<file path="config.mk">
export PLATFORM = sky130hd
export DESIGN_NAME = scc_coupler
export DESIGN_NICKNAME = d
export VERILOG_FILES = /design/src/hdl/scc_pkg.sv /design/src/hdl/scc_coupler.sv
export VERILOG_INCLUDE_DIRS = /design/src /design/src/hdl
export SDC_FILE = /design/constraint.sdc
export NUM_CORES = 1
export LEC_CHECK = 0
export ABC_AREA = 0
export BUFFER_PORTS_ARGS = -buffer_cell sky130_fd_sc_hd__buf_2
export CAP_MARGIN = 40
export CORE_MARGIN = 4
export CORE_UTILIZATION = 56
export CTS_CLUSTER_DIAMETER = 60
export CTS_CLUSTER_SIZE = 30
export DETAILED_ROUTE_END_ITERATION = 16
export GPL_TIMING_DRIVEN = 0
export HOLD_SLACK_MARGIN = 0.06
export PLACE_DENSITY = 0.79
export SLEW_MARGIN = 10
export SYNTH_ARGS = -nofsm -noshare
export SYNTH_HDL_FRONTEND = slang
export SYNTH_SLANG_ARGS = --single-unit
</file>
<file path="constraint.sdc">
create_clock -name clk -period 2.1 [get_ports clk]
set_input_delay 0.105 -clock clk [delete_from_list [all_inputs] [get_ports clk]]
set_output_delay 0.105 -clock clk [all_outputs]
set_load 0.01 [all_outputs]
</file>
<file path="src/hdl/scc_params.svh">
// offsets, field positions, reset values and timing counts of the coupler control
// assumes inclusion by bare name from the top module
`ifndef SCC_PARAMS_SVH
`define SCC_PARAMS_SVH

`define SCC_CLK_HZ        50000000
`define SCC_SYNC_STAGES   2
`define SCC_BYTE_BITS     8
`define SCC_BIT_CNT_LAST  3'h7
`define SCC_ECHO_HOLD     2'h3
// command byte fields
`define SCC_CMD_ADDR_HI   7
`define SCC_CMD_ADDR_LO   6
`define SCC_CMD_DIV_HI    5
`define SCC_CMD_DIV_LO    4
`define SCC_CMD_SDATA     3
`define SCC_CMD_SYNC      2
`define SCC_CMD_CLEAR     1
// status byte fields, bits 7..5 read as zero
`define SCC_ST_PRESENT    4
`define SCC_ST_SDATA      3
`define SCC_ST_OVERLOAD   2
`define SCC_ST_ALERT      1
`define SCC_ST_LOWSUP     0
// reset values
`define SCC_RST_DIV       2'h0
`define SCC_RST_SDATA     1'h1
`define SCC_RST_ALERT_N   1'h1

`endif

</file>
<file path="src/hdl/scc_pkg.sv">
// types shared by the coupler control
// assumes scc_params.svh on the include path
`default_nettype none
package scc_pkg;
  typedef enum logic [1:0] {
    SCC_DIV1 = 2'b00,
    SCC_DIV2 = 2'b01,
    SCC_DIV4 = 2'b10
  } scc_div_t;
  typedef logic [8:0] scc_raw_t;
endpackage
`default_nettype wire

</file>
<file path="src/hdl/scc_coupler.sv">
// smart card coupler control: serial port, data routing, pullup, alert, card clock
// assumes every input except rst and sub_address is asynchronous to clk and passes a two-stage synchroniser
`include "scc_params.svh"
`default_nettype none

module scc_coupler
  import scc_pkg::*;
(
  input  wire logic       clk,
  input  wire logic       rst,
  input  wire logic [1:0] sub_address,
  input  wire logic       cs_n,
  input  wire logic       spi_clk,
  input  wire logic       mosi,
  output logic            miso,
  output logic            miso_oe_n,
  input  wire logic       line_pullup_select,
  output logic            line_pullup_on,
  input  wire logic       host_io_in,
  output logic            host_io_out,
  output logic            host_io_oe_n,
  input  wire logic       card_io_in,
  output logic            card_io_out,
  output logic            card_io_oe_n,
  input  wire logic       card_presence_input,
  input  wire logic       card_supply_overload,
  input  wire logic       supply_low,
  output logic            alert_n,
  input  wire logic       clk_in,
  output logic            card_clock_output
);

  scc_raw_t      raw;
  wire scc_raw_t sync2;
  wire scc_raw_t prev;

  assign raw = {clk_in, card_io_in, host_io_in, line_pullup_select, supply_low,
                card_supply_overload, card_presence_input, mosi, spi_clk};

  // two-stage synchronisers, third stage only for edge detection
  genvar gi;
  generate
    for (gi = 0; gi < 9; gi++) begin : g_sync
      logic s1, s2, s3;
      always_ff @(posedge clk) begin
        if (rst) begin
          s1 <= 1'b0;
          s2 <= 1'b0;
          s3 <= 1'b0;
        end else begin
          s1 <= raw[gi];
          s2 <= s1;
          s3 <= s2;
        end
      end
      assign sync2[gi] = s2;
      assign prev[gi]  = s3;
    end
  endgenerate

  logic cs_s1;
  logic cs_s;
  logic cs_prev;
  always_ff @(posedge clk) begin
    if (rst) begin
      cs_s1   <= 1'b1;
      cs_s    <= 1'b1;
      cs_prev <= 1'b1;
    end else begin
      cs_s1   <= cs_n;
      cs_s    <= cs_s1;
      cs_prev <= cs_s;
    end
  end

  logic spi_s, mosi_s, pres_s, ovl_s, low_s, pu_s, hio_s, cio_s, ck_s;
  assign {ck_s, cio_s, hio_s, pu_s, low_s, ovl_s, pres_s, mosi_s, spi_s} = sync2;

  logic spi_rise, spi_fall, cs_fall, ck_rise;
  assign spi_rise = spi_s & ~prev[0] & ~cs_s;
  assign spi_fall = ~spi_s & prev[0] & ~cs_s;
  assign cs_fall  = ~cs_s & cs_prev;
  assign ck_rise  = ck_s & ~prev[8];

  logic [7:0] shift, next_shift, status, shadow, next_shadow;
  logic [2:0] bit_cnt, next_bit_cnt;
  logic       selected, next_selected;
  logic       sync_mode, next_sync_mode;
  logic       sync_data, next_sync_data;
  scc_div_t   div_sel, next_div_sel;
  logic       pending, next_pending;
  logic       next_alert_n, next_miso, next_pullup;
  logic       drv_host, next_drv_host, drv_card, next_drv_card;
  logic [1:0] guard, next_guard;
  logic       div_cnt, next_div_cnt, div_clk, next_div_clk, next_card_clk;
  logic       byte_done, addr_hit, clr_hit, xlat_en, sync_act, ev;

  assign status = {3'h0, pres_s, cio_s, ovl_s, pending, low_s};
  assign byte_done = spi_rise && bit_cnt == `SCC_BIT_CNT_LAST;
  assign addr_hit  = next_shift[`SCC_CMD_ADDR_HI:`SCC_CMD_ADDR_LO] == sub_address;
  assign clr_hit   = byte_done && addr_hit && next_shift[`SCC_CMD_CLEAR];
  assign xlat_en   = ~cs_s & selected & ~sync_mode;
  assign sync_act  = ~cs_s & selected & sync_mode;
  assign ev = (pres_s & ~prev[2]) | (~pres_s & prev[2]) | (ovl_s & ~prev[3]);

  always_comb begin
    next_shift     = shift;
    next_bit_cnt   = bit_cnt;
    next_shadow    = shadow;
    next_miso      = miso;
    next_selected  = selected;
    next_sync_mode = sync_mode;
    next_sync_data = sync_data;
    next_div_sel   = div_sel;
    if (cs_s) begin
      next_bit_cnt  = 3'h0;
      next_selected = 1'b0;
    end else begin
      if (cs_fall) begin
        next_shadow = status;
        next_miso   = status[7];
      end
      if (spi_rise) begin
        next_shift   = {shift[6:0], mosi_s};
        next_bit_cnt = bit_cnt + 3'h1;
      end
      if (spi_fall) begin
        next_miso = shadow[3'h7 - bit_cnt];
      end
      if (byte_done) begin
        next_shadow   = status;
        next_selected = addr_hit;
        if (addr_hit) begin
          next_sync_mode = next_shift[`SCC_CMD_SYNC];
          next_sync_data = next_shift[`SCC_CMD_SDATA];
          case (next_shift[`SCC_CMD_DIV_HI:`SCC_CMD_DIV_LO])
            2'b01:   next_div_sel = SCC_DIV2;
            2'b10:   next_div_sel = SCC_DIV4;
            default: next_div_sel = SCC_DIV1;
          endcase
        end
      end
    end
    // event set wins over clear
    next_pending = ev | (pending & ~clr_hit);
    next_alert_n = low_s ? 1'b1 : ~next_pending;
    next_pullup  = ~cs_s & selected & pu_s;
    // translator: first side low owns the drive; own echo in the synchroniser masked after release
    next_drv_card = sync_act ? ~sync_data : (xlat_en & ~hio_s & ~drv_host & (drv_card | (guard == 2'h0)));
    next_drv_host = xlat_en & ~cio_s & ~drv_card & ~(~hio_s & ~drv_host) & (drv_host | (guard == 2'h0));
    next_guard    = (guard == 2'h0) ? 2'h0 : guard - 2'h1;
    if ((drv_card & ~next_drv_card) | (drv_host & ~next_drv_host)) begin
      next_guard = `SCC_ECHO_HOLD;
    end
    // card clock divider, toggles only on input clock rising edges
    next_div_cnt = div_cnt;
    next_div_clk = div_clk;
    if (ck_rise) begin
      next_div_cnt = ~div_cnt;
      if (div_sel == SCC_DIV2 || div_cnt) begin
        next_div_clk = ~div_clk;
      end
    end
    case (div_sel)
      SCC_DIV1: next_card_clk = ck_s;
      default:  next_card_clk = next_div_clk;
    endcase
  end

  always_ff @(posedge clk) begin
    if (rst) begin
      shift             <= 8'h00;
      bit_cnt           <= 3'h0;
      shadow            <= 8'h00;
      miso              <= 1'b0;
      selected          <= 1'b0;
      sync_mode         <= 1'b0;
      sync_data         <= `SCC_RST_SDATA;
      div_sel           <= SCC_DIV1;
      pending           <= 1'b0;
      alert_n           <= `SCC_RST_ALERT_N;
      line_pullup_on    <= 1'b0;
      drv_card          <= 1'b0;
      drv_host          <= 1'b0;
      guard             <= 2'h0;
      div_cnt           <= 1'b0;
      div_clk           <= 1'b0;
      card_clock_output <= 1'b0;
    end else begin
      shift             <= next_shift;
      bit_cnt           <= next_bit_cnt;
      shadow            <= next_shadow;
      miso              <= next_miso;
      selected          <= next_selected;
      sync_mode         <= next_sync_mode;
      sync_data         <= next_sync_data;
      div_sel           <= next_div_sel;
      pending           <= next_pending;
      alert_n           <= next_alert_n;
      line_pullup_on    <= next_pullup;
      drv_card          <= next_drv_card;
      drv_host          <= next_drv_host;
      guard             <= next_guard;
      div_cnt           <= next_div_cnt;
      div_clk           <= next_div_clk;
      card_clock_output <= next_card_clk;
    end
  end

  assign miso_oe_n    = cs_s;
  assign host_io_out  = 1'b0;
  assign host_io_oe_n = ~drv_host;
  assign card_io_out  = 1'b0;
  assign card_io_oe_n = ~drv_card;
endmodule
`default_nettype wire

</file>
==> reports/results.ini, run 1 <==
[layout]
syn2layout_area_growth_pct = 17.3
final_cells = 293
layout.cell_area.non_filler_sq_um = 2510
utilization = 0.685
fin_nets = 260
insertedDiodeCount = 0
fraction_of_final_layout_cells_sized_beyond_drive_strength_1 = 0.188
fillCellCount = 294

[timing]
setup-violations-final = 0
max_freq_ghz = 0.585
timing_hold_violations_final = 0
timing.final.max_slew_violations = 0
setup_repair_after_global_routing_missed_its_margin = false
skew_ns = 0.00914
min_period_ns = 1.71
final.period_utilization = 0.814
setup_total_neg_slack_ns = 0

[clocking]
worst_skew_pair.late_latency_ns = 0.31
tritoncts_clock_tree = yes
cts.sinks = 56
resized_gates_after_cts = 0
cts_buffers = 5
cts_htree_levels = 2
root_buffer = sky130_fd_sc_hd__clkbuf_8
max-clock-path-buffers = 2
postCtsSetupRepairBufs = 0
holdBufCountCts = 10
worst_setup_hold_path_clk_slew_ns = 0.10

[yosys]
compound_gate_fraction_of_synth_area = 0.100
yosys.area_share.xor_xnor = 0.0246
largest_family_of_logic_cells_by_synthesized_area = simple AND/OR/NAND/NOR gates
post_synth_mux_area_share = 0.0855
synth_enable_flop_cells = 0
synth.cell_area_sq_um = 2140
yosys.area_share.simple = 0.213
synthArstFlopShare = 0
synth_cell_type_count = 48
synth-adder-area-share = 0.0117
flops_latches_synth = 56
postSynthCellCount = 207
synth_seq_area_share = 0.525
postSynthAreaPerCell_sq_um = 10.3
synth.yosys.warnings = 0
synth_flop_cell = sky130_fd_sc_hd__dfxtp_1

[worst_setup_path]
path_common_cell = sky130_fd_sc_hd__ha_1
cp_slowest_cell = sky130_fd_sc_hd__dfxtp_1
crit_arrival_ns = 1.90
timing.critical_path.required_ns = 2.29
critPathKind = reg -> reg
timing.critical_path.buf_inv = 0
crit_chain = ha_1, ha_1, nand4bb_1, o41ai_2, a31oi_1
cp_top_family = compound AO/OA/AOI/OAI gates
cp_slowest_stage_delay_ns = 0.44
crit_path_end_kind = register
cp_max_fo = 5
startpoint_class_of_the_critical_path = register

[place]
number_of_placed_instances_taps_included = 275
dp_hpwl_microns = 2610
globalplace.congestion = 0.764
numPortBuffers = 19
placedInstanceArea_sq_um = 2290

[drt]
via_per_inst = 5.08
dr.pass1.iters = 4
detail_route.drc_violations = 0
routed_wire_length_per_instance_microns = 12.8
postRouteAntennaNets = 0
route.final.wire_length_microns = 3740
via_count = 1488
drtIter0Drc = 54

[power]
internal_power_w = 0.00150
leak_nw = 0.991
pwr-share-seq = 0.579
netsw_w = 0.000405
clk_pwr_share = 0.362
sum_of_internal_switching_and_leakage_power_w = 0.00191
power.switching_fraction = 0.212
vdd_drop_max_v = 0.000473
p_per_area_nw_per_um2 = 761
combinationalPowerShare = 0.059

[grt]
grt_max_degree = 18
via_count_of_the_first_global_routing_pass = 1457
grt_first_pass_wirelength_microns = 6500
grt.total_usage = 0.169
globalRouteOverflowTotal = 0
grt_antenna_before_repair = 0

[floorplan]
design.core.area_sq_um = 3660
die_w_microns = 69.8
die_area_sq_um = 4870
initial_utilization = 0.583
die_h_microns = 69.8
ioPinCount = 23
rows = 22

[run_status]
outcome = completed

[worst_hold_path]
min_delay_path_class = in -> reg

[flow_run]
max_cap_viol_count = 0

==> logic make-up (layout without fill, tap and decap cells) <==
group                      count (synthesis)  count (layout)
other                                      1               2
xor gates and xnor gates                   6               6
muxes                                     18              18
AOI/OAI and AO/OA                         27              27
and+or+nand+nor                           80              80
DFF                                       56              56
adders and majority gates                  2               2
buffers and inverters                     17              54
==> synthesized netlist by cell type (2+ instances only) <==
cell type                  instances  area share
sky130_fd_sc_hd__dfxtp_1          56        0.52
sky130_fd_sc_hd__mux2i_1          16       0.075
sky130_fd_sc_hd__xor2_1            2      0.0082
sky130_fd_sc_hd__nor2b_1          26       0.076
sky130_fd_sc_hd__clkbuf_1          2      0.0035
sky130_fd_sc_hd__xnor2_1           4       0.016
sky130_fd_sc_hd__nand2b_1          9       0.026
sky130_fd_sc_hd__a311oi_1          2      0.0082
sky130_fd_sc_hd__nor2_1           14       0.025
sky130_fd_sc_hd__mux2_2            2       0.011
sky130_fd_sc_hd__inv_1             8       0.014
sky130_fd_sc_hd__buf_2             3      0.0070
sky130_fd_sc_hd__o21ba_2           2      0.0094
sky130_fd_sc_hd__buf_4             2      0.0070
sky130_fd_sc_hd__ha_1              2       0.012
sky130_fd_sc_hd__nand3_1           3      0.0070
sky130_fd_sc_hd__a21oi_1           7       0.016
sky130_fd_sc_hd__or2_2             4       0.012
sky130_fd_sc_hd__nand2_1          12       0.021
sky130_fd_sc_hd__nand3b_1          2      0.0070
sky130_fd_sc_hd__or3_1             2      0.0059
==> power by group through the flow <==
stage          clock network (W)  logic (W)  registers [W]
2_1_floorplan                  0  0.0000684        0.00113
3_3_place_gp                   0  0.0000965        0.00113
3_5_place_dp                   0  0.0000983        0.00113
4_1_cts                 0.000710   0.000112        0.00110
5_1_grt                 0.000754   0.000127        0.00111
6_report                0.000691   0.000112        0.00110
==> metal layers <==
metal / part of all wire / GRT usage
met5: 0 / 0
met1: 0.45 / 0.205
met2: 0.48 / 0.273
met3: 0.048 / 0.0551
met4: 0.020 / 0.0702
==> cells in the final DEF (no fill, tap or decap), types with 5 or more instances in the layout <==
| master | synthesis | final |
|---|---|---|
| sky130_fd_sc_hd__dfxtp_1 | 56 | 56 |
| sky130_fd_sc_hd__nor2b_1 | 26 | 26 |
| sky130_fd_sc_hd__buf_2 | 3 | 22 |
| sky130_fd_sc_hd__mux2i_1 | 16 | 16 |
| sky130_fd_sc_hd__nor2_1 | 14 | 14 |
| sky130_fd_sc_hd__nand2_1 | 12 | 12 |
| sky130_fd_sc_hd__dlygate4sd3_1 | 0 | 10 |
| sky130_fd_sc_hd__nand2b_1 | 9 | 9 |
| sky130_fd_sc_hd__inv_1 | 8 | 8 |
| sky130_fd_sc_hd__a21oi_1 | 7 | 7 |
| sky130_fd_sc_hd__clkbuf_8 | 0 | 5 |
==> worst paths after layout <==
check | depth (start not counted) | from | to | slack, ns
max | 5 | bit_cnt[1] | pending | 0.39
min | 2 | rst | g_sync[3].s3 | 0.09
max reg2reg | 5 | bit_cnt[1] | pending | 0.39
min reg2reg | 1 | cs_s1 | miso_oe_n | 0.42
==> registers in the layout, summed over array words and instances, names as in the netlist, 2 cells and up <==
register / cells
bit_cnt: 3
g_sync.s2: 7
div_sel: 2
guard: 2
g_sync.s1: 9
shadow: 5
g_sync.s3: 4
shift: 7
==> area by class of cell <==
class,count,area [sq um],share of cell area
plain buffers,9,52.6,0.0210
clock buffers,5,68.8,0.0275
clock inverters,3,42.5,0.0170
inverters,8,30.0,0.0120
multi-input cells,135,936,0.373
flip-flops and latches,56,1120,0.447
well taps,48,60.1,0.0240
repair buffers,29,195,0.0779
==> per-stage QoR <==
step / hold slack (ns) / setup slack [ns]
3_3_place_gp: 0.289 / 0.413
3_5_place_dp: 0.291 / 0.398
6_report: 0.0918 / 0.392
2_1_floorplan: 0.209 / 0.602
4_1_cts: 0.0810 / 0.378
5_1_grt: 0.103 / 0.212
Power figures use the tool's default switching activity.
==> run 2: changes to the inputs <==
--- a/config.mk
+++ b/config.mk
@@ -6,17 +6,17 @@
 export SDC_FILE = /design/constraint.sdc
 export NUM_CORES = 1
 export LEC_CHECK = 0
-export ABC_AREA = 0
+export ABC_AREA = 1
 export BUFFER_PORTS_ARGS = -buffer_cell sky130_fd_sc_hd__buf_2
 export CAP_MARGIN = 40
 export CORE_MARGIN = 4
-export CORE_UTILIZATION = 56
+export CORE_UTILIZATION = 51
 export CTS_CLUSTER_DIAMETER = 60
 export CTS_CLUSTER_SIZE = 30
 export DETAILED_ROUTE_END_ITERATION = 16
 export GPL_TIMING_DRIVEN = 0
 export HOLD_SLACK_MARGIN = 0.06
-export PLACE_DENSITY = 0.79
+export PLACE_DENSITY = 0.76
 export SLEW_MARGIN = 10
 export SYNTH_ARGS = -nofsm -noshare
 export SYNTH_HDL_FRONTEND = slang
==> constraint.sdc (replaced) <==
create_clock -name clk -period 1.45 [get_ports clk]
set_input_delay 0.0725 -clock clk [delete_from_list [all_inputs] [get_ports clk]]
set_output_delay 0.0725 -clock clk [all_outputs]
set_load 0.01 [all_outputs]
==> reports/results.ini, run 2 <==
[timing]
worst_slew_pin_tran_ns = 0.503
setup_repair_after_global_routing_missed_its_margin = true  ; was false
timing_hold_violations_final = 0  ; unchanged
max_freq_ghz = 0.715  ; was 0.585 GHz
min_period_ns = 1.40  ; was 1.71 ns
skew_ns = 0.00474  ; was 0.00914 ns
slew-limit-headroom = 0.664
final.period_utilization = 0.964  ; was 0.814
setup-violations-final = 0  ; unchanged
timing.final.max_slew_violations = 0  ; unchanged

[layout]
insertedDiodeCount = 0  ; unchanged
layout_commonest_cell = sky130_fd_sc_hd__dfxtp_1  ; unchanged
fin_nets = 326  ; was 260
largest_registers = g_sync.s1: 9 flops, shift: 8 flops, g_sync.s2: 7 flops  ; was g_sync.s1: 9 flops, g_sync.s2: 7 flops, shift: 7 flops
fraction_of_final_layout_cells_sized_beyond_drive_strength_1 = 0.210  ; was 0.188
largest_reg_flops = 9  ; unchanged
largest-register = g_sync.s1  ; unchanged
most-common-layout-cells = sky130_fd_sc_hd__dfxtp_1 (53), sky130_fd_sc_hd__inv_1 (48), sky130_fd_sc_hd__nor2_1 (43)  ; was sky130_fd_sc_hd__dfxtp_1 (56), sky130_fd_sc_hd__nor2b_1 (26), sky130_fd_sc_hd__buf_2 (22)
syn2layout_area_growth_pct = 25.5  ; was 17.3%
final_cells = 365  ; was 293
utilization = 0.664  ; was 0.685

[grt]
globalRouteOverflowTotal = 0  ; unchanged
via_count_of_the_first_global_routing_pass = 1612  ; was 1,457
grt_first_pass_wirelength_microns = 6620  ; was 6500 microns
grt_antenna_before_repair = 0  ; unchanged
grt.total_usage = 0.170  ; was 0.169
grt_max_degree = 11  ; was 18

[worst_setup_path]
timing.critical_path.required_ns = 1.67  ; was 2.29 ns
critPathKind = reg -> reg  ; unchanged
crit_arrival_ns = 1.61  ; was 1.90 ns
cp_slowest_stage_delay_ns = 0.37  ; was 0.44 ns
cp_top_family = simple AND/OR/NAND/NOR gates  ; was compound AO/OA/AOI/OAI gates
crit_chain = ha_1, ha_1, inv_1, nor2_4, inv_1, nand2_4, inv_1, nor2_2, nor2_1  ; was ha_1, ha_1, nand4bb_1, o41ai_2, a31oi_1
crit_path_end_kind = register  ; unchanged
path_common_cell = sky130_fd_sc_hd__inv_1  ; was sky130_fd_sc_hd__ha_1
cp_max_fo = 8  ; was 5
cp_slowest_cell = sky130_fd_sc_hd__dfxtp_4  ; was sky130_fd_sc_hd__dfxtp_1
startpoint_class_of_the_critical_path = register  ; unchanged
timing.critical_path.buf_inv = 3  ; was 0

[floorplan]
die_w_microns = 72.4  ; was 69.8 microns
die_h_microns = 72.4  ; was 69.8 microns
die_area_sq_um = 5250  ; was 4870 sq um
rows = 23  ; was 22
ioPinCount = 23  ; unchanged
design.core.area_sq_um = 4000  ; was 3660 sq um
initial_utilization = 0.529  ; was 0.583

[yosys]
synth_most_common_cell = sky130_fd_sc_hd__dfxtp_1  ; unchanged
synthArstFlopShare = 0  ; unchanged
synth.top_cells.by_area = sky130_fd_sc_hd__dfxtp_1 (54%), sky130_fd_sc_hd__inv_1 (8.7%), sky130_fd_sc_hd__nor2_1 (7.8%), sky130_fd_sc_hd__nand2_1 (5.0%), sky130_fd_sc_hd__o21ai_0 (4.3%)  ; was sky130_fd_sc_hd__dfxtp_1 (52%), sky130_fd_sc_hd__nor2b_1 (7.6%), sky130_fd_sc_hd__mux2i_1 (7.5%), sky130_fd_sc_hd__nand2b_1 (2.6%), sky130_fd_sc_hd__nor2_1 (2.5%)
synth_top_cell_area_share = 0.539  ; was 0.525
synth_cell_type_count = 34  ; was 48
flops_latches_synth = 57  ; was 56
synth.yosys.warnings = 0  ; unchanged
post_synth_most_frequent_cells = sky130_fd_sc_hd__dfxtp_1 (57), sky130_fd_sc_hd__inv_1 (49), sky130_fd_sc_hd__nor2_1 (44), sky130_fd_sc_hd__nand2_1 (28), sky130_fd_sc_hd__o21ai_0 (18)  ; was sky130_fd_sc_hd__dfxtp_1 (56), sky130_fd_sc_hd__nor2b_1 (26), sky130_fd_sc_hd__mux2i_1 (16), sky130_fd_sc_hd__nor2_1 (14), sky130_fd_sc_hd__nand2_1 (12)
postSynthAreaPerCell_sq_um = 8.08  ; was 10.3 sq um
synth.cell_area_sq_um = 2120  ; was 2140 sq um
synth_enable_flop_cells = 0  ; unchanged
synth_seq_area_share = 0.539  ; was 0.525
synth_flop_cell = sky130_fd_sc_hd__dfxtp_1  ; unchanged
postSynthCellCount = 262  ; was 207
synth_area_leader_cell = sky130_fd_sc_hd__dfxtp_1  ; unchanged

[flow_run]
max_cap_viol_count = 0  ; unchanged

[clocking]
root_buffer = sky130_fd_sc_hd__clkbuf_8  ; unchanged
worst_skew_pair.late_latency_ns = 0.33  ; was 0.31 ns
cts_htree_levels = 3  ; was 2
worst_setup_hold_path_clk_slew_ns = 0.06  ; was 0.10 ns
cts_buffers = 9  ; was 5
cts.sinks = 57  ; was 56
max-clock-path-buffers = 2  ; unchanged
tritoncts_clock_tree = yes  ; unchanged

[place]
globalplace.congestion = 0.738  ; was 0.764
dp_hpwl_microns = 2590  ; was 2610 microns
numPortBuffers = 20  ; was 19
number_of_placed_instances_taps_included = 333  ; was 275

[drt]
postRouteAntennaNets = 0  ; unchanged
detail_route.drc_violations = 0  ; unchanged
via_count = 1684  ; was 1,488
dr.pass1.iters = 4  ; unchanged
route.final.wire_length_microns = 3930  ; was 3740 microns
routed_wire_length_per_instance_microns = 10.8  ; was 12.8 microns
via_per_inst = 4.61  ; was 5.08
drtIter0Drc = 50  ; was 54

[power]
vdd_drop_max_v = 0.000792  ; was 0.000473 V
leak_nw = 1.16  ; was 0.991 nW
p_per_area_nw_per_um2 = 1160  ; was 761 nW/um^2
sum_of_internal_switching_and_leakage_power_w = 0.00308  ; was 0.00191 W

[worst_hold_path]
min_delay_path_class = in -> reg  ; unchanged

[run_status]
outcome = completed  ; unchanged

[run 2: cell count changes after synthesis, moves of 5 or more]
| cell | change |
|---|---|
| sky130_fd_sc_hd__inv_1 | +41 |
| sky130_fd_sc_hd__mux2i_1 | -15 |
| sky130_fd_sc_hd__nand2_2 | +5 |
| sky130_fd_sc_hd__o21ai_0 | +17 |
| sky130_fd_sc_hd__a21oi_1 | +6 |
| sky130_fd_sc_hd__nor2b_1 | -26 |
| sky130_fd_sc_hd__nor2_1 | +30 |
| sky130_fd_sc_hd__nand2b_1 | -9 |
| sky130_fd_sc_hd__nand2_1 | +16 |
[run 2: worst reg2reg max path, cell delays in order, from the launching register on]
cell,delay (ns)
sky130_fd_sc_hd__dfxtp_4,0.37
sky130_fd_sc_hd__ha_1,0.15
sky130_fd_sc_hd__ha_1,0.13
sky130_fd_sc_hd__inv_1,0.06
sky130_fd_sc_hd__nor2_4,0.15
sky130_fd_sc_hd__inv_1,0.11
sky130_fd_sc_hd__nand2_4,0.11
sky130_fd_sc_hd__inv_1,0.08
sky130_fd_sc_hd__nor2_2,0.10
sky130_fd_sc_hd__nor2_1,0.05
[run 2: per-layer routing]
| layer | track usage | vias up | part of all wire |
|---|---|---|---|
| met5 | 0 | - | 0 |
| met4 | 0.0615 | 0 | 0.011 |
| met3 | 0.0817 | 8 | 0.048 |
| met2 | 0.282 | 27 | 0.47 |
| met1 | 0.188 | 744 | 0.47 |
| li1 | - | 905 | - |
[run 2: final cells by class]
class	instances	area, sq um
fillers	319	1340
flip-flops and latches	57	1160
multi-input cells	148	778
repair buffers	36	250
inverters	50	190
clock buffers	13	159
well taps	50	62.6
plain buffers	8	45.0
clock inverters	3	15.0
[run 2: logic make-up (layout without fill, tap and decap cells)]
family / count (synthesis) / in the layout / synth area share
and+or+nand+nor: 100 / 100 / 0.219
buffers and inverters: 58 / 110 / 0.110
AOI/OAI and AO/OA: 42 / 42 / 0.109
adders and majority gates: 2 / 2 / 0.0118
muxes: 1 / 1 / 0.00473
DFF: 57 / 57 / 0.539
other: 1 / 2 / 0.00177
xor gates and xnor gates: 1 / 1 / 0.00414
[run 2: power by group]
group / switching (W) / internal [W] / leakage [nW]
logic: 0.0000954 / 0.0000795 / 0.600
clock network: 0.000568 / 0.000705 / 0.0932
registers: 0.0000207 / 0.00161 / 0.468
[run 2: path summary, 6_finish.rpt]
kind                 from         end  slack [ns]  cells past startpoint
max            bit_cnt[0]   shadow[0]        0.05                      9
min                   rst  div_sel[0]        0.12                      4
min reg2reg  g_sync[7].s1       cio_s        0.40                      2
max reg2reg    bit_cnt[0]   shadow[0]        0.05                      9
[run 2: what timing repair did]
action                     CTS  global route
hold endpoints to repair    12             0
hold buffers                12             0
resized for setup            5            16
pin swaps                    1             2
setup endpoints to repair    8            11
setup buffers                1             3
[run 2: metrics by stage]
step	instance area [sq um]	TNS [ns]	worst slack [ns]	hold WS, ns
2_1_floorplan	2120	0	0.0789	0.156
3_3_place_gp	2280	-0.360	-0.0782	0.255
3_5_place_dp	2280	-0.428	-0.0959	0.260
4_1_cts	2590	0	0.000678	0.0937
5_1_grt	2660	-0.0538	-0.0163	0.140
6_report	2660	0	0.0518	0.116
==> run 3: changes to the inputs <==
--- a/config.mk
+++ b/config.mk
@@ -9,14 +9,16 @@
 export ABC_AREA = 1
 export BUFFER_PORTS_ARGS = -buffer_cell sky130_fd_sc_hd__buf_2
 export CAP_MARGIN = 40
+export CELL_PAD_IN_SITES_DETAIL_PLACEMENT = 1
+export CELL_PAD_IN_SITES_GLOBAL_PLACEMENT = 1
 export CORE_MARGIN = 4
-export CORE_UTILIZATION = 51
+export CORE_UTILIZATION = 38
 export CTS_CLUSTER_DIAMETER = 60
 export CTS_CLUSTER_SIZE = 30
 export DETAILED_ROUTE_END_ITERATION = 16
 export GPL_TIMING_DRIVEN = 0
 export HOLD_SLACK_MARGIN = 0.06
-export PLACE_DENSITY = 0.76
+export PLACE_DENSITY = 0.75
 export SLEW_MARGIN = 10
 export SYNTH_ARGS = -nofsm -noshare
 export SYNTH_HDL_FRONTEND = slang
==> reports/results.ini, run 3 (synthesized netlist as in run 2, its figures left out) <==
[clocking]
root_buffer = sky130_fd_sc_hd__clkbuf_8  ; unchanged
cts_htree_levels = 3  ; unchanged
worst_setup_hold_path_clk_slew_ns = 0.07  ; was 0.06 ns
tritoncts_clock_tree = yes  ; unchanged
worst_skew_pair.late_latency_ns = 0.34  ; was 0.33 ns
cts_buffers = 9  ; unchanged
max-clock-path-buffers = 2  ; unchanged
cts.sinks = 57  ; unchanged

[layout]
largest_registers = g_sync.s1: 9 flops, shift: 8 flops, g_sync.s2: 7 flops  ; unchanged
largest-register = g_sync.s1  ; unchanged
largest_reg_flops = 9  ; unchanged
layout_commonest_cell = sky130_fd_sc_hd__dfxtp_1  ; unchanged
syn2layout_area_growth_pct = 34.6  ; was 25.5%
fillCellCount = 616  ; was 319
fraction_of_final_layout_cells_sized_beyond_drive_strength_1 = 0.249  ; was 0.210
most-common-layout-cells = sky130_fd_sc_hd__dfxtp_1 (52), sky130_fd_sc_hd__inv_1 (46), sky130_fd_sc_hd__nor2_1 (44)  ; was sky130_fd_sc_hd__dfxtp_1 (53), sky130_fd_sc_hd__inv_1 (48), sky130_fd_sc_hd__nor2_1 (43)
fin_nets = 332  ; was 326
insertedDiodeCount = 0  ; unchanged

[worst_setup_path]
cp_slowest_cell = sky130_fd_sc_hd__dfxtp_2  ; was sky130_fd_sc_hd__dfxtp_4
critPathKind = reg -> reg  ; unchanged
cp_top_family = simple AND/OR/NAND/NOR gates  ; unchanged
crit_arrival_ns = 1.61  ; about the same
startpoint_class_of_the_critical_path = register  ; unchanged
crit_chain = inv_4, nand2_4, nor2_4, nand2_2, nand2_2, nand2_2, nand2_4, nand4_1, nand2_1, a21oi_1  ; was ha_1, ha_1, inv_1, nor2_4, inv_1, nand2_4, inv_1, nor2_2, nor2_1
timing.critical_path.buf_inv = 1  ; was 3
cp_slowest_stage_delay_ns = 0.33  ; was 0.37 ns
timing.critical_path.required_ns = 1.65  ; was 1.67 ns
path_common_cell = sky130_fd_sc_hd__nand2_2  ; was sky130_fd_sc_hd__inv_1
cp_max_fo = 4  ; was 8
crit_path_end_kind = register  ; unchanged

[timing]
timing_hold_violations_final = 0  ; unchanged
whs_ns = 0.114  ; was 0.116 ns
slew-limit-headroom = 0.637  ; was 0.664
min_period_ns = 1.41  ; was 1.40 ns
timing.final.max_slew_violations = 0  ; unchanged
skew_ns = 0.00726  ; was 0.00474 ns
setup_total_neg_slack_ns = 0  ; unchanged
final.period_utilization = 0.972  ; was 0.964
setup_repair_after_global_routing_missed_its_margin = true  ; unchanged
worst_slew_pin_tran_ns = 0.545  ; was 0.503 ns
max_freq_ghz = 0.709  ; was 0.715 GHz
setup-violations-final = 0  ; unchanged

[drt]
via_count = 1795  ; was 1,684
drtIter0Drc = 51  ; was 50
via_per_inst = 4.59  ; was 4.61
route.final.wire_length_microns = 5120  ; was 3930 microns
detail_route.drc_violations = 0  ; unchanged
dr.pass1.iters = 4  ; unchanged
routed_wire_length_per_instance_microns = 13.1  ; was 10.8 microns
postRouteAntennaNets = 0  ; unchanged

[grt]
grt.total_usage = 0.160  ; was 0.170
globalRouteOverflowTotal = 0  ; unchanged
via_count_of_the_first_global_routing_pass = 1813  ; was 1,612
grt_max_degree = 11  ; unchanged
grt_first_pass_wirelength_microns = 8050  ; was 6620 microns
grt_antenna_before_repair = 0  ; unchanged

[place]
numPortBuffers = 20  ; unchanged
globalplace.congestion = 0.738  ; unchanged
dp_hpwl_microns = 3190  ; was 2590 microns

[power]
leak_nw = 1.23  ; was 1.16 nW
vdd_drop_max_v = 0.000917  ; was 0.000792 V
p_per_area_nw_per_um2 = 1280  ; was 1160 nW/um^2

[run_status]
outcome = completed  ; unchanged

[floorplan]
die_h_microns = 82.6  ; was 72.4 microns
die_w_microns = 82.6  ; was 72.4 microns
initial_utilization = 0.404  ; was 0.529
design.core.area_sq_um = 5240  ; was 4000 sq um
ioPinCount = 23  ; unchanged
die_area_sq_um = 6830  ; was 5250 sq um
rows = 26  ; was 23

[worst_hold_path]
min_delay_path_class = in -> reg  ; unchanged

[flow_run]
max_cap_viol_count = 0  ; unchanged

run 3: report_power, final:
group	internal [W]	total (W)	leakage (nW)	switching, W
sequential	0.00161	0.00163	0.468	0.0000222
combinational	0.0000863	0.000191	0.644	0.000105
clock	0.00119	0.00183	0.120	0.000646
total	0.00288	0.00365	1.23	0.000773
run 3: area by class of cell:
type / count / area, sq um / share of cell area
repair buffers: 42 / 308 / 0.108
multi-input cells: 148 / 810 / 0.284
plain buffers: 8 / 48.8 / 0.0171
inverters: 50 / 195 / 0.0685
well taps: 70 / 87.6 / 0.0307
flip-flops and latches: 57 / 1160 / 0.406
clock inverters: 5 / 103 / 0.0360
clock buffers: 11 / 141 / 0.0496
run 3: repair_timing:
action,CTS,global route
pin swaps,1,10
resized for setup,12,21
hold buffers,12,0
hold endpoints to repair,12,0
setup buffers,1,9
gates cloned,0,0
endpoints found under the setup margin,12,12
run 3: path summary, 6_finish.rpt:
check	from	to	slack, ns	depth (start not counted)
max reg2reg	g_sync[0].s3	pending	0.04	10
min reg2reg	g_sync[0].s1	g_sync[0].s2	0.40	2
min	rst	sync_mode	0.11	4
max	g_sync[0].s3	pending	0.04	10
run 3: through the flow:
| step | instance area (sq um) | worst slack (ns) | util | cells | total power, W |
|---|---|---|---|---|---|
| 2_1_floorplan | 2120 | 0.0789 | - | 263 | 0.00176 |
| 3_3_place_gp | 2310 | -0.146 | 0.441 | 353 | 0.00181 |
| 3_5_place_dp | 2310 | -0.164 | 0.441 | 353 | 0.00181 |
| 4_1_cts | 2710 | 0.0109 | 0.518 | 382 | 0.00366 |
| 5_1_grt | 2850 | -0.0947 | 0.544 | 391 | 0.00378 |
| 6_report | 2850 | 0.0401 | 0.544 | 391 | 0.00365 |
run 3: layer usage:
layer	track usage	vias to the layer above	share of wire
met5	0	-	0
met4	0.0931	0	0.019
met3	0.0390	12	0.037
met2	0.277	23	0.52
met1	0.177	838	0.42
li1	-	922	-
run 3: worst min-delay path: stages:
cell                      delay (ns)
sky130_fd_sc_hd__buf_2          0.12
sky130_fd_sc_hd__inv_1          0.06
sky130_fd_sc_hd__nand2_2        0.08
sky130_fd_sc_hd__a22oi_1        0.06
